`config.mk`:
```
export PLATFORM = sky130hd
export DESIGN_NAME = sacb_config_regs
export DESIGN_NICKNAME = d
export VERILOG_FILES = /design/src/core/sacb_pkg.sv /design/src/core/sacb_result_hold.sv /design/src/core/sacb_config_regs.sv
export SDC_FILE = /design/constraint.sdc
export NUM_CORES = 1
export LEC_CHECK = 0
export BUFFER_PORTS_ARGS = -buffer_cell sky130_fd_sc_hd__buf_2
export CAP_MARGIN = 20
export CELL_PAD_IN_SITES_DETAIL_PLACEMENT = 0
export CELL_PAD_IN_SITES_GLOBAL_PLACEMENT = 2
export CORE_MARGIN = 3
export CORE_UTILIZATION = 33
export CTS_CLUSTER_SIZE = 16
export DETAILED_ROUTE_END_ITERATION = 16
export PLACE_DENSITY_LB_ADDON = 0.1
export SKIP_CTS_REPAIR_TIMING = 1
export SLEW_MARGIN = 5
export SYNTH_ARGS = -nofsm -noshare
export SYNTH_HDL_FRONTEND = slang
export SYNTH_SLANG_ARGS = --single-unit
```
`constraint.sdc`:
```
create_clock -name core_clk -period 4 [get_ports core_clk]
set_input_delay 0.6 -clock core_clk [delete_from_list [all_inputs] [get_ports core_clk]]
set_output_delay 0.6 -clock core_clk [all_outputs]
set_load 0.05 [all_outputs]
```
`src/core/sacb_pkg.sv`:
```
// shared constants, field layout and carrier types of the shunt converter b configuration block
// assumes one core clock domain and a sixteen-bit register word with an eight-bit address
package sacb_pkg;

	// ----------------------------------------------------------------
	// register addresses
	// ----------------------------------------------------------------
	localparam logic [7:0] SACB_ADDR_CONV = 8'hC2; // shunt_b_conversion_config
	localparam logic [7:0] SACB_ADDR_INPUT = 8'hC3; // shunt_b_input_config
	localparam logic [7:0] SACB_ADDR_OFS_UPPER = 8'hC4; // shunt_b_offset_upper
	localparam logic [7:0] SACB_ADDR_OFS_LOWER = 8'hC5; // lower offset byte, upper half of word

	// ----------------------------------------------------------------
	// reset values and writable masks
	// ----------------------------------------------------------------
	localparam logic [15:0] SACB_RST_CONV = 16'h0400; // osr code 100, continuous, chop off
	localparam logic [15:0] SACB_RST_INPUT = 16'h8010; // enabled, sink on negative pin
	localparam logic [15:0] SACB_RST_OFS_UPPER = 16'h0000; // zero offset
	localparam logic [7:0] SACB_RST_OFS_LOWER = 8'h00; // zero offset low byte
	localparam logic [15:0] SACB_WMASK_CONV = 16'h0F0F; // bits 15:12 and 7:4 read-only
	localparam logic [15:0] SACB_WMASK_INPUT = 16'h8F3F; // bits 14:12 and 7:6 read-only
	localparam logic [15:0] SACB_WMASK_OFS_UPPER = 16'hFFFF; // all bits writable

	// ----------------------------------------------------------------
	// field positions
	// ----------------------------------------------------------------
	localparam int SACB_CONV_MODE_BIT = 11; // single-shot when set
	localparam int SACB_OSR_LSB = 8; // three-bit ratio code
	localparam int SACB_GC_EN_BIT = 3; // global chop on
	localparam int SACB_GC_DLY_LSB = 0; // three-bit chop delay code
	localparam int SACB_EN_BIT = 15; // converter enable
	localparam int SACB_GAIN_LSB = 10; // two-bit gain code
	localparam int SACB_MUX_LSB = 8; // two-bit input mux code
	localparam int SACB_SRC_ROUTE_BIT = 5; // source on negative pin when set
	localparam int SACB_SINK_ROUTE_BIT = 4; // sink on negative pin when set
	localparam int SACB_SRC_LVL_LSB = 2; // source magnitude code
	localparam int SACB_SINK_LVL_LSB = 0; // sink magnitude code
	localparam int SACB_OFS_LOWER_LSB = 8; // low offset byte sits in bits 15:8

	// ----------------------------------------------------------------
	// timing and scaling bases
	// ----------------------------------------------------------------
	localparam logic [13:0] SACB_OSR_BASE = 14'h0040; // ratio for code 000
	localparam logic [8:0] SACB_GC_DLY_BASE = 9'h002; // modulator periods for code 000
	localparam logic [5:0] SACB_GAIN_BASE = 6'h04; // total gain for code 00
	localparam logic [3:0] SACB_ANALOG_GAIN_LO = 4'h4; // analog stage at gain 4
	localparam logic [3:0] SACB_ANALOG_GAIN_HI = 4'h8; // analog stage cap for 8, 16, 32

	// ----------------------------------------------------------------
	// types
	// ----------------------------------------------------------------
	typedef enum logic [1:0] {
		SACB_MUX_DIRECT = 2'h0, // positive pin to positive input
		SACB_MUX_SWAP = 2'h1, // pins swapped
		SACB_MUX_SHORT = 2'h2, // inputs shorted to analog ground
		SACB_MUX_TESTDAC = 2'h3 // test dac routed in
	} sacb_mux_t;

	typedef struct packed {
		logic [15:0] conv; // conversion config word
		logic [15:0] inputCfg; // input config word
		logic [15:0] ofsUpper; // offset bits 23:8
		logic [7:0] ofsLower; // offset bits 7:0
	} sacb_regs_t;

	typedef struct packed {
		logic convModeSingle; // single-shot mode selected
		logic [13:0] osrRatio; // oversampling ratio 64..8192
		logic gcEnable; // global chop on
		logic [8:0] gcDelayCycles; // chop settling delay in modulator periods
		logic convEnable; // converter enabled
		logic [5:0] gainTotal; // total gain 4..32
		logic [3:0] analogGain; // analog stage gain 4 or 8
		logic [1:0] digitalShift; // remaining digital factor as shift
		logic muxDirect; // one-hot input mux selects
		logic muxSwap;
		logic muxShort;
		logic muxTestDac;
		logic srcOnNeg; // open-wire source on negative pin
		logic sinkOnNeg; // open-wire sink on negative pin
		logic [1:0] srcLevel; // source magnitude code
		logic [1:0] sinkLevel; // sink magnitude code
		logic [23:0] offsetCal; // two's complement offset, lsb scales with gain
		logic clearResult; // result and counter held at zero
	} sacb_drive_t;

	typedef struct packed {
		logic [23:0] data; // latest conversion result
		logic [1:0] count; // conversion counter
		logic valid; // one-cycle pulse on new result
	} sacb_result_t;

	// ----------------------------------------------------------------
	// decode of the register words into datapath controls
	// ----------------------------------------------------------------
	function automatic sacb_drive_t sacb_decode(input sacb_regs_t r);
		sacb_drive_t d;
		logic [1:0] g;
		logic [1:0] m;
		d = '0;
		g = r.inputCfg[SACB_GAIN_LSB +: 2];
		m = r.inputCfg[SACB_MUX_LSB +: 2];
		d.convModeSingle = r.conv[SACB_CONV_MODE_BIT];
		d.osrRatio = SACB_OSR_BASE << r.conv[SACB_OSR_LSB +: 3];
		d.gcEnable = r.conv[SACB_GC_EN_BIT];
		d.gcDelayCycles = SACB_GC_DLY_BASE << r.conv[SACB_GC_DLY_LSB +: 3];
		d.convEnable = r.inputCfg[SACB_EN_BIT];
		d.gainTotal = SACB_GAIN_BASE << g;
		d.analogGain = (g == 2'h0) ? SACB_ANALOG_GAIN_LO : SACB_ANALOG_GAIN_HI;
		d.digitalShift = (g[1]) ? ((g[0]) ? 2'h2 : 2'h1) : 2'h0;
		d.muxDirect = (m == SACB_MUX_DIRECT);
		d.muxSwap = (m == SACB_MUX_SWAP);
		d.muxShort = (m == SACB_MUX_SHORT);
		d.muxTestDac = (m == SACB_MUX_TESTDAC);
		d.srcOnNeg = r.inputCfg[SACB_SRC_ROUTE_BIT];
		d.sinkOnNeg = r.inputCfg[SACB_SINK_ROUTE_BIT];
		d.srcLevel = r.inputCfg[SACB_SRC_LVL_LSB +: 2];
		d.sinkLevel = r.inputCfg[SACB_SINK_LVL_LSB +: 2];
		d.offsetCal = {r.ofsUpper, r.ofsLower};
		return d;
	endfunction : sacb_decode

endpackage : sacb_pkg

```
`src/core/sacb_result_hold.sv`:
```
// conversion result holder with its two-bit conversion counter
// assumes data and clear come from logic on the same core clock
`timescale 1ns/1ps
module sacb_result_hold (
	input wire logic core_clk,
	input wire logic rst,
	input wire logic ce,
	input wire logic clearReq,
	input wire logic dataValid,
	input wire logic [23:0] dataIn,
	output sacb_pkg::sacb_result_t result
);

	// ----------------------------------------------------------------
	// state
	// ----------------------------------------------------------------
	sacb_pkg::sacb_result_t hold_ff; // whole state of this module
	sacb_pkg::sacb_result_t nxt_hold; // next value

	// capture, count and forced clear
	always_comb begin
		nxt_hold = hold_ff;
		nxt_hold.valid = 1'b0;
		if (clearReq) begin
			// clear wins over an arriving result
			nxt_hold.data = 24'h000000;
			nxt_hold.count = 2'h0;
		end else if (dataValid) begin
			// new result, counter wraps modulo four
			nxt_hold.data = dataIn;
			nxt_hold.count = 2'(hold_ff.count + 2'h1);
			nxt_hold.valid = 1'b1;
		end
	end

	// register, frozen while ce is low
	always_ff @(posedge core_clk) begin
		if (rst) begin
			hold_ff <= '0;
		end else if (ce) begin
			hold_ff <= nxt_hold;
		end
	end

	assign result = hold_ff;

endmodule : sacb_result_hold

```
`src/core/sacb_config_regs.sv`:
```
// configuration registers of shunt converter b and the decoded datapath controls
// assumes a register port on the core clock, one access per cycle, and same-clock datapath inputs
`timescale 1ns/1ps

module sacb_config_regs (
	input wire logic core_clk,
	input wire logic rst,
	input wire logic ce,
	input wire logic [7:0] regAddr,
	input wire logic [15:0] regWrData,
	input wire logic regWrEn,
	input wire logic regRdEn,
	input wire logic standbyReq,
	input wire logic convDataValid,
	input wire logic [23:0] convDataIn,
	output logic [15:0] regRdData,
	output sacb_pkg::sacb_drive_t driveOut,
	output sacb_pkg::sacb_result_t resultOut
);

	// ----------------------------------------------------------------
	// state
	// ----------------------------------------------------------------

	// state of this module in one word, apart from the result holder's
	typedef struct packed {
		sacb_pkg::sacb_regs_t regs; // register words, unused bits held at zero
		logic [15:0] rdData; // registered read data
		sacb_pkg::sacb_drive_t drive; // decoded datapath controls
	} sacb_state_t;

	sacb_state_t st_ff; // registered state
	sacb_state_t nxt_st; // next state

	// ----------------------------------------------------------------
	// next state
	// ----------------------------------------------------------------

	// register writes, reads and control decode
	always_comb begin
		nxt_st = st_ff;
		if (rst) begin
			// reset words, controls decoded from them
			nxt_st.regs.conv = sacb_pkg::SACB_RST_CONV;
			nxt_st.regs.inputCfg = sacb_pkg::SACB_RST_INPUT;
			nxt_st.regs.ofsUpper = sacb_pkg::SACB_RST_OFS_UPPER;
			nxt_st.regs.ofsLower = sacb_pkg::SACB_RST_OFS_LOWER;
			nxt_st.rdData = 16'h0000;
		end else begin
			// write path, unused bits masked off
			if (regWrEn) begin
				if (regAddr == sacb_pkg::SACB_ADDR_CONV) begin
					// mode, ratio, chop enable and delay
					nxt_st.regs.conv = regWrData & sacb_pkg::SACB_WMASK_CONV;
				end else if (regAddr == sacb_pkg::SACB_ADDR_INPUT) begin
					// enable, gain, mux and open-wire fields
					nxt_st.regs.inputCfg = regWrData & sacb_pkg::SACB_WMASK_INPUT;
				end else if (regAddr == sacb_pkg::SACB_ADDR_OFS_UPPER) begin
					// offset bits 23:8
					nxt_st.regs.ofsUpper = regWrData & sacb_pkg::SACB_WMASK_OFS_UPPER;
				end else if (regAddr == sacb_pkg::SACB_ADDR_OFS_LOWER) begin
					// offset bits 7:0 from the upper byte only
					nxt_st.regs.ofsLower = regWrData[sacb_pkg::SACB_OFS_LOWER_LSB +: 8];
				end
			end
			// read path, old value on a same-cycle write
			if (regRdEn) begin
				if (regAddr == sacb_pkg::SACB_ADDR_CONV) begin
					// reserved bits already zero in the stored word
					nxt_st.rdData = st_ff.regs.conv;
				end else if (regAddr == sacb_pkg::SACB_ADDR_INPUT) begin
					// reserved bits already zero in the stored word
					nxt_st.rdData = st_ff.regs.inputCfg;
				end else if (regAddr == sacb_pkg::SACB_ADDR_OFS_UPPER) begin
					// full word
					nxt_st.rdData = st_ff.regs.ofsUpper;
				end else if (regAddr == sacb_pkg::SACB_ADDR_OFS_LOWER) begin
					// low byte of this word reads zero
					nxt_st.rdData = {st_ff.regs.ofsLower, 8'h00};
				end else begin
					// unmapped address reads zero
					nxt_st.rdData = 16'h0000;
				end
			end
		end
		// controls follow the new words in the same edge
		nxt_st.drive = sacb_pkg::sacb_decode(nxt_st.regs);
		// disabled or standby holds the result cleared
		nxt_st.drive.clearResult = ~nxt_st.drive.convEnable | (standbyReq & ~rst);
	end

	// ----------------------------------------------------------------
	// registers
	// ----------------------------------------------------------------

	// sync reset overrides the clock enable
	always_ff @(posedge core_clk) begin
		if (rst || ce) begin
			st_ff <= nxt_st;
		end
	end

	// ----------------------------------------------------------------
	// result holder
	// ----------------------------------------------------------------

	// result and counter cleared on the registered clear
	sacb_result_hold u_result (
		.core_clk(core_clk),
		.rst(rst),
		.ce(ce),
		.clearReq(st_ff.drive.clearResult),
		.dataValid(convDataValid),
		.dataIn(convDataIn),
		.result(resultOut)
	);

	// ----------------------------------------------------------------
	// outputs
	// ----------------------------------------------------------------

	// all outputs are flip-flop values
	assign regRdData = st_ff.rdData;
	assign driveOut = st_ff.drive;
endmodule : sacb_config_regs

```
* Word level (Yosys, flattened, before mapping)
Cells that the tools add are included.
Word-level totals: register bits after elaboration 172, output and inout bits 116, word-level logic and storage cells 75
Cells by class: add/sub/neg operators 1, eq/ne operators 8, shift operators 3, mux-type cells 19, bitwise operators 4, reduce and logical (&&, ||, !) cells 12
Operators with widths (number):
- 2-to-1 mux 16 bit | 8
- 2-to-1 mux 68 bit | 1
- 2-to-1 mux 56 bit | 1
- 2-to-1 mux 40 bit | 1
- == test 8 bit (second input constant) | 4
- 2-to-1 mux 27 bit | 1
- 2-to-1 mux 26 bit | 1
- 2-to-1 mux 24 bit | 1
- 2-to-1 mux 8 bit | 2
- << shifter 7 x 3 -> 14 bit (first input constant) | 1
- nonzero test 2 bit | 5
- << shifter 2 x 3 -> 9 bit (first input constant) | 1
- << shifter 3 x 2 -> 6 bit (first input constant) | 1
- == test 2 bit (second input constant) | 2
- zero test 2 bit | 2
- 2-to-1 mux 4 bit | 1
- AND reduction 2 bit | 2
- AND reduction 4 bit | 1
- AND reduction 3 bit | 1
- adder 2 x 1 -> 2 bit (second input constant) | 1
- == test 2 x 1 -> 1 bit (second input constant) | 1
- 2-to-1 mux 2 bit | 1
- inequality test 2 bit (second input constant) | 1
- inverter 1 bit | 2
- 4 further kinds | 4

* Depth between registers and ports, before layout
word-level depth 9, gate-level depth with buffers 7

* Cells and area by module
Synthesis repeated with hierarchy kept, for this count alone.
Unflattened totals: cells, all modules 542, area total of the unflattened synthesis 5819.3 um^2
By module, submodules not included:
- sacb_config_regs | times used 1, cells each 448, area an instance 4867.2 um^2
- sacb_result_hold | times used 1, cells each 94, area an instance 952.2 um^2

* Least setup slack after synthesis
Ideal clock, no wire load.
path type input -> register, from input rst, to register st_ff, in the netlist driveOut[0] (enable), library setup time 0.430 ns, data arrival time 2.684 ns, required time 3.570 ns, path slack 0.886 ns, stages 4, cells stage by stage clkbuf_1 inv_1 clkbuf_1 nand2_1
On the way: cells in the longest elaborated chain, start to end 1
RTL lines:
- start: declaration | line sacb_config_regs.sv:7 | input wire logic rst,
- logical OR 1 bit | line sacb_config_regs.sv:98 | if (rst || ce) begin
- end signal: assignment | line sacb_config_regs.sv:99 | st_ff <= nxt_st;
- end: declaration | line sacb_config_regs.sv:32 | sacb_state_t st_ff;
No other way between the ends. A chain may end at the register's enable or synchronous reset.

* Worst setup path in the final report
from input regAddr[0], to register st_ff[110] (netlist bit), data pin
On the way: cells in the longest elaborated chain, start to end 6, elaborated cells between the ends (all ways) 8
RTL lines:
- start: declaration | line sacb_config_regs.sv:9 | input wire logic [7:0] regAddr,
- == test 8 bit | line sacb_config_regs.sv:58 | end else if (regAddr == sacb_pkg::SACB_ADDR_OFS_UPPER) begin
- 2-to-1 mux 16 bit | line sacb_config_regs.sv:58
- 2-to-1 mux 24 bit | line sacb_config_regs.sv:55 | end else if (regAddr == sacb_pkg::SACB_ADDR_INPUT) begin
- 2-to-1 mux 40 bit * | line sacb_config_regs.sv:52 | if (regAddr == sacb_pkg::SACB_ADDR_CONV) begin
- 2-to-1 mux 56 bit * | line sacb_config_regs.sv:51 | if (regWrEn) begin
- 2-to-1 mux 68 bit * | line sacb_config_regs.sv:42 | if (rst) begin
Mark *: on every way between the ends. The rest lies on a longest branch, timed or not. The select of a mux whose other input is x is not followed.

==> results.txt <==
* Outcome: complete, no violations
- Summed over all cells, the static leakage comes to 3.06 nW.
* Worst min-delay path class: primary input to flop
- The largest individual stage delay along the critical path comes from the cell sky130_fd_sc_hd__nand3_2.
* Diodes inserted: 0
- Number of H-tree branching levels: 4
* Die area: 0.0191 mm2
- The worst setup path is launched from a primary input.
* Ys flop type: sky130_fd_sc_hd__edfxtp_1
- Counting flops with a built-in enable in the synthesized netlist gives 86.
- Max Root-Sink Buffers: 2
- In the post-route analysis, the smallest setup slack over all paths is 1.82 ns.
* Category of the critical setup timing path: primary input to flop
- Clock buffer count from CTS: 17
- The pre-antenna-repair detailed-routing pass consisted of 4 iterations.
- Routed len/inst: ~18 um
* Crit. End Element: flop
- Std cell rows: 47
* Fill cells: around 1,700
* Most common library cell in the layout ignoring fill and taps: sky130_fd_sc_hd__buf_2
- Count of distinct cell types in the synthesized netlist: 51
- Share of post-route cells with drive strength above 1: about 35%
* Reg-to-reg slack, setup: between 2 and 3 ns
- The count of buffers added on input and output ports is 159.
- Number of antenna-violating nets in the routed design: 0
- After synthesis, the mean cell area works out to roughly 11 um2.
- Final nets: about 640
- Sequential fraction of the synthesis area: about 54%
- Accumulated negative setup slack: 0 ns
* Footprint of the flip-flops and latches: approximately 0.0031 mm2
* Flops & latches, synth: 113
- The worst pin sits at a relative slew slack of roughly a third.
- The number of global-route vias before repair came to between 3,000 and 4,000.
- The tightest hold path in the finished design has a slack of between 0.3 and 0.4 ns.
- Multi-input logic area: roughly 0.0018 mm2
- For this run the aggregate overflow at the end of global routing stands at 0.
* Standard cell area after detailed placement: around 0.006 mm2
* Final design area excluding fillers: ~0.0067 mm2
* Clock-pin slew of the registers on the worst-case setup and hold paths: roughly 0.050 ns
- Count of mapped cells out of synthesis: roughly 500
* Starting DRT DRC Count: between 200 and 250
- Area growth, synth to finish: 15.6%
* Critical Path, Cell by Cell: buf_2 -> nor3b_2 -> nand3_2 -> mux2i_1 -> nor2_1
- Measured slew at the worst slew-check pin: just under 1 ns
- TritonCTS built the clock tree.
- Synthesis warning total: 0
- Once detailed placement completed, the half-perimeter wirelength came to 10,200 um.
- The worst-case IR drop observed on VDD is roughly 0.00029 V.
- Final WL: between 10,000 and 15,000 um
- Global router's overall resource usage: between 10% and 20%
- Cell area after synthesis: 0.00576 mm2
* Vertical die dimension: about 140 um
- Dividing total power by cell area gives a power density of between 400 and 500 mW/mm2.
- At the later pin of the worst-skew pair, clock insertion delay measures around 0.41 ns.
- The first global-routing pass estimated approximately 23,000 um of wire.
- Clock Skew: 0.00775 ns
- Clock root buffer: sky130_fd_sc_hd__clkbuf_16
- For this run, the slowest stage of the critical path takes between 0.5 and 0.6 ns.
- Setup repair after global routing missed its margin: no
* RD Place Congestion: ~0.74
* Avg Vias per Cell: about 4.8
* CP arrival: ~2.3 ns
* Core region area: around 0.017 mm2
- Initial antenna violation count: 2
- For the finished layout, the period the worst path requires is between 2 and 2.5 ns.
- Commonest cells after routing, fill and taps aside: 159 x sky130_fd_sc_hd__buf_2, 86 x sky130_fd_sc_hd__edfxtp_1, 49 x sky130_fd_sc_hd__nor2_1
- Pin placement for this block handled approximately 170 I/O pins.
* Post-Route Utilization: roughly two fifths
* Clock sinks: 113
- Entering global routing, the biggest net connects between 70 and 80 pins.
- The number of max-slew violations in the final report came to 0.
- Achievable Freq: approximately 0.46 GHz
- STA puts the critical path data required time at a little over 4 ns.
- Of all nets on the critical path, the largest fanout is 23.
* Overall die width: 138 um
- Number of hold violations in the final report: 0
* Max capacitance violation total: 0
* Worst slack, placed: roughly 1.4 ns
* Total number of vias: between 3,000 and 4,000
- Counting flops with an async set or reset pin after synthesis yields a share of 0%.
- # setup viols final: 0
- After detailed routing, the number of remaining DRC violations is 0.
* Initial core utilization: 34.2%
- Ratio of final minimum period to clock period: between 50% and 60%
## final cells by class
class | instances | area share, %
inverter | 4 | 0.263
tap | 220 | 4.13
timing repair buffer | 166 | 12.7
multi-input combinational | 284 | 27.6
sequential | 113 | 46.9
clock inverter | 4 | 0.301
clock buffer | 28 | 8.08
## flip-flops by register name (all words and copies together) (netlist names)
register,cells
st_ff,42
driveOut,28
u_result.result,27
regRdData,16
## layer usage
layer  global-route usage, %  vias up  part of all wire (%)
met1                    19.4     1911                    44
met5                       0        -                  0.19
met2                    24.0      147                    46
met3                    5.39       26                   7.5
met4                    6.24        4                   1.9
li1                        -     1883                     -
## Yosys cell counts (2+ instances only)
library cell                instances  area, um2
sky130_fd_sc_hd__buf_4             91        683
sky130_fd_sc_hd__edfxtp_1          86       2580
sky130_fd_sc_hd__nor2_1            49        184
sky130_fd_sc_hd__mux2i_1           39        390
sky130_fd_sc_hd__nand2_1           39        146
sky130_fd_sc_hd__a21oi_1           30        150
sky130_fd_sc_hd__dfxtp_1           27        541
sky130_fd_sc_hd__a22o_1            25        219
sky130_fd_sc_hd__clkbuf_1          18       67.6
sky130_fd_sc_hd__nor2b_1           12       75.1
sky130_fd_sc_hd__nor3_1             9       45.0
sky130_fd_sc_hd__buf_2              8       40.0
sky130_fd_sc_hd__nand3_1            7       35.0
sky130_fd_sc_hd__nor3_2             6       60.1
sky130_fd_sc_hd__a22oi_1            5       37.5
sky130_fd_sc_hd__nand3b_1           5       37.5
sky130_fd_sc_hd__o21ai_0            5       25.0
sky130_fd_sc_hd__a2bb2oi_1          4       35.0
sky130_fd_sc_hd__nor3b_1            4       30.0
sky130_fd_sc_hd__o211a_1            4       40.0
sky130_fd_sc_hd__a211o_1            3       26.3
sky130_fd_sc_hd__a32oi_1            2       17.5
sky130_fd_sc_hd__buf_1              2       7.51
sky130_fd_sc_hd__buf_6              2       22.5
sky130_fd_sc_hd__inv_1              2       7.51
sky130_fd_sc_hd__mux2_2             2       22.5
sky130_fd_sc_hd__nand3_2            2       20.0
sky130_fd_sc_hd__or3_1              2       12.5
## worst paths after layout
check | start | endpoint | cells past startpoint
worst max-delay path | regAddr[0] | st_ff[110] | 5
worst min-delay path | convDataIn[19] | u_result.result[22] | 2
worst max register to register | driveOut[0] | u_result.result[2] | 3
worst min register to register | u_result.result[19] | u_result.result[19] | 1
## critical path: cells and delay by family
| kind | cells | cell delay (ns) |
|---|---|---|
| muxes | 1 | 0.34 |
| and+or+nand+nor | 3 | 1.09 |
| buffers and inverters | 1 | 0.27 |
## kinds of logic after synthesis
| kind of cell | after synthesis | share of synthesized area (%) |
|---|---|---|
| compound gates | 83 | 10.3 |
| buf+inv | 126 | 14.6 |
| flops | 113 | 54.2 |
| mux | 42 | 7.43 |
| other cells | 1 | 0.0651 |
| simple gates | 148 | 13.3 |
## per-stage QoR
step | std cells | power (mW)
floorplan | 523 | 1.85
global placement | 787 | 1.92
detailed placement | 787 | 1.92
CTS | 819 | 3.34
global route | 819 | 3.42
finish | 819 | 3.30
## where the power goes
| part | switching (mW) | internal, mW |
|---|---|---|
| sequential | 0.0480 | 1.34 |
| combinational | 0.383 | 0.116 |
| clock | 0.510 | 0.906 |
| total | 0.940 | 2.36 |
Power figures use the tool's default switching activity.
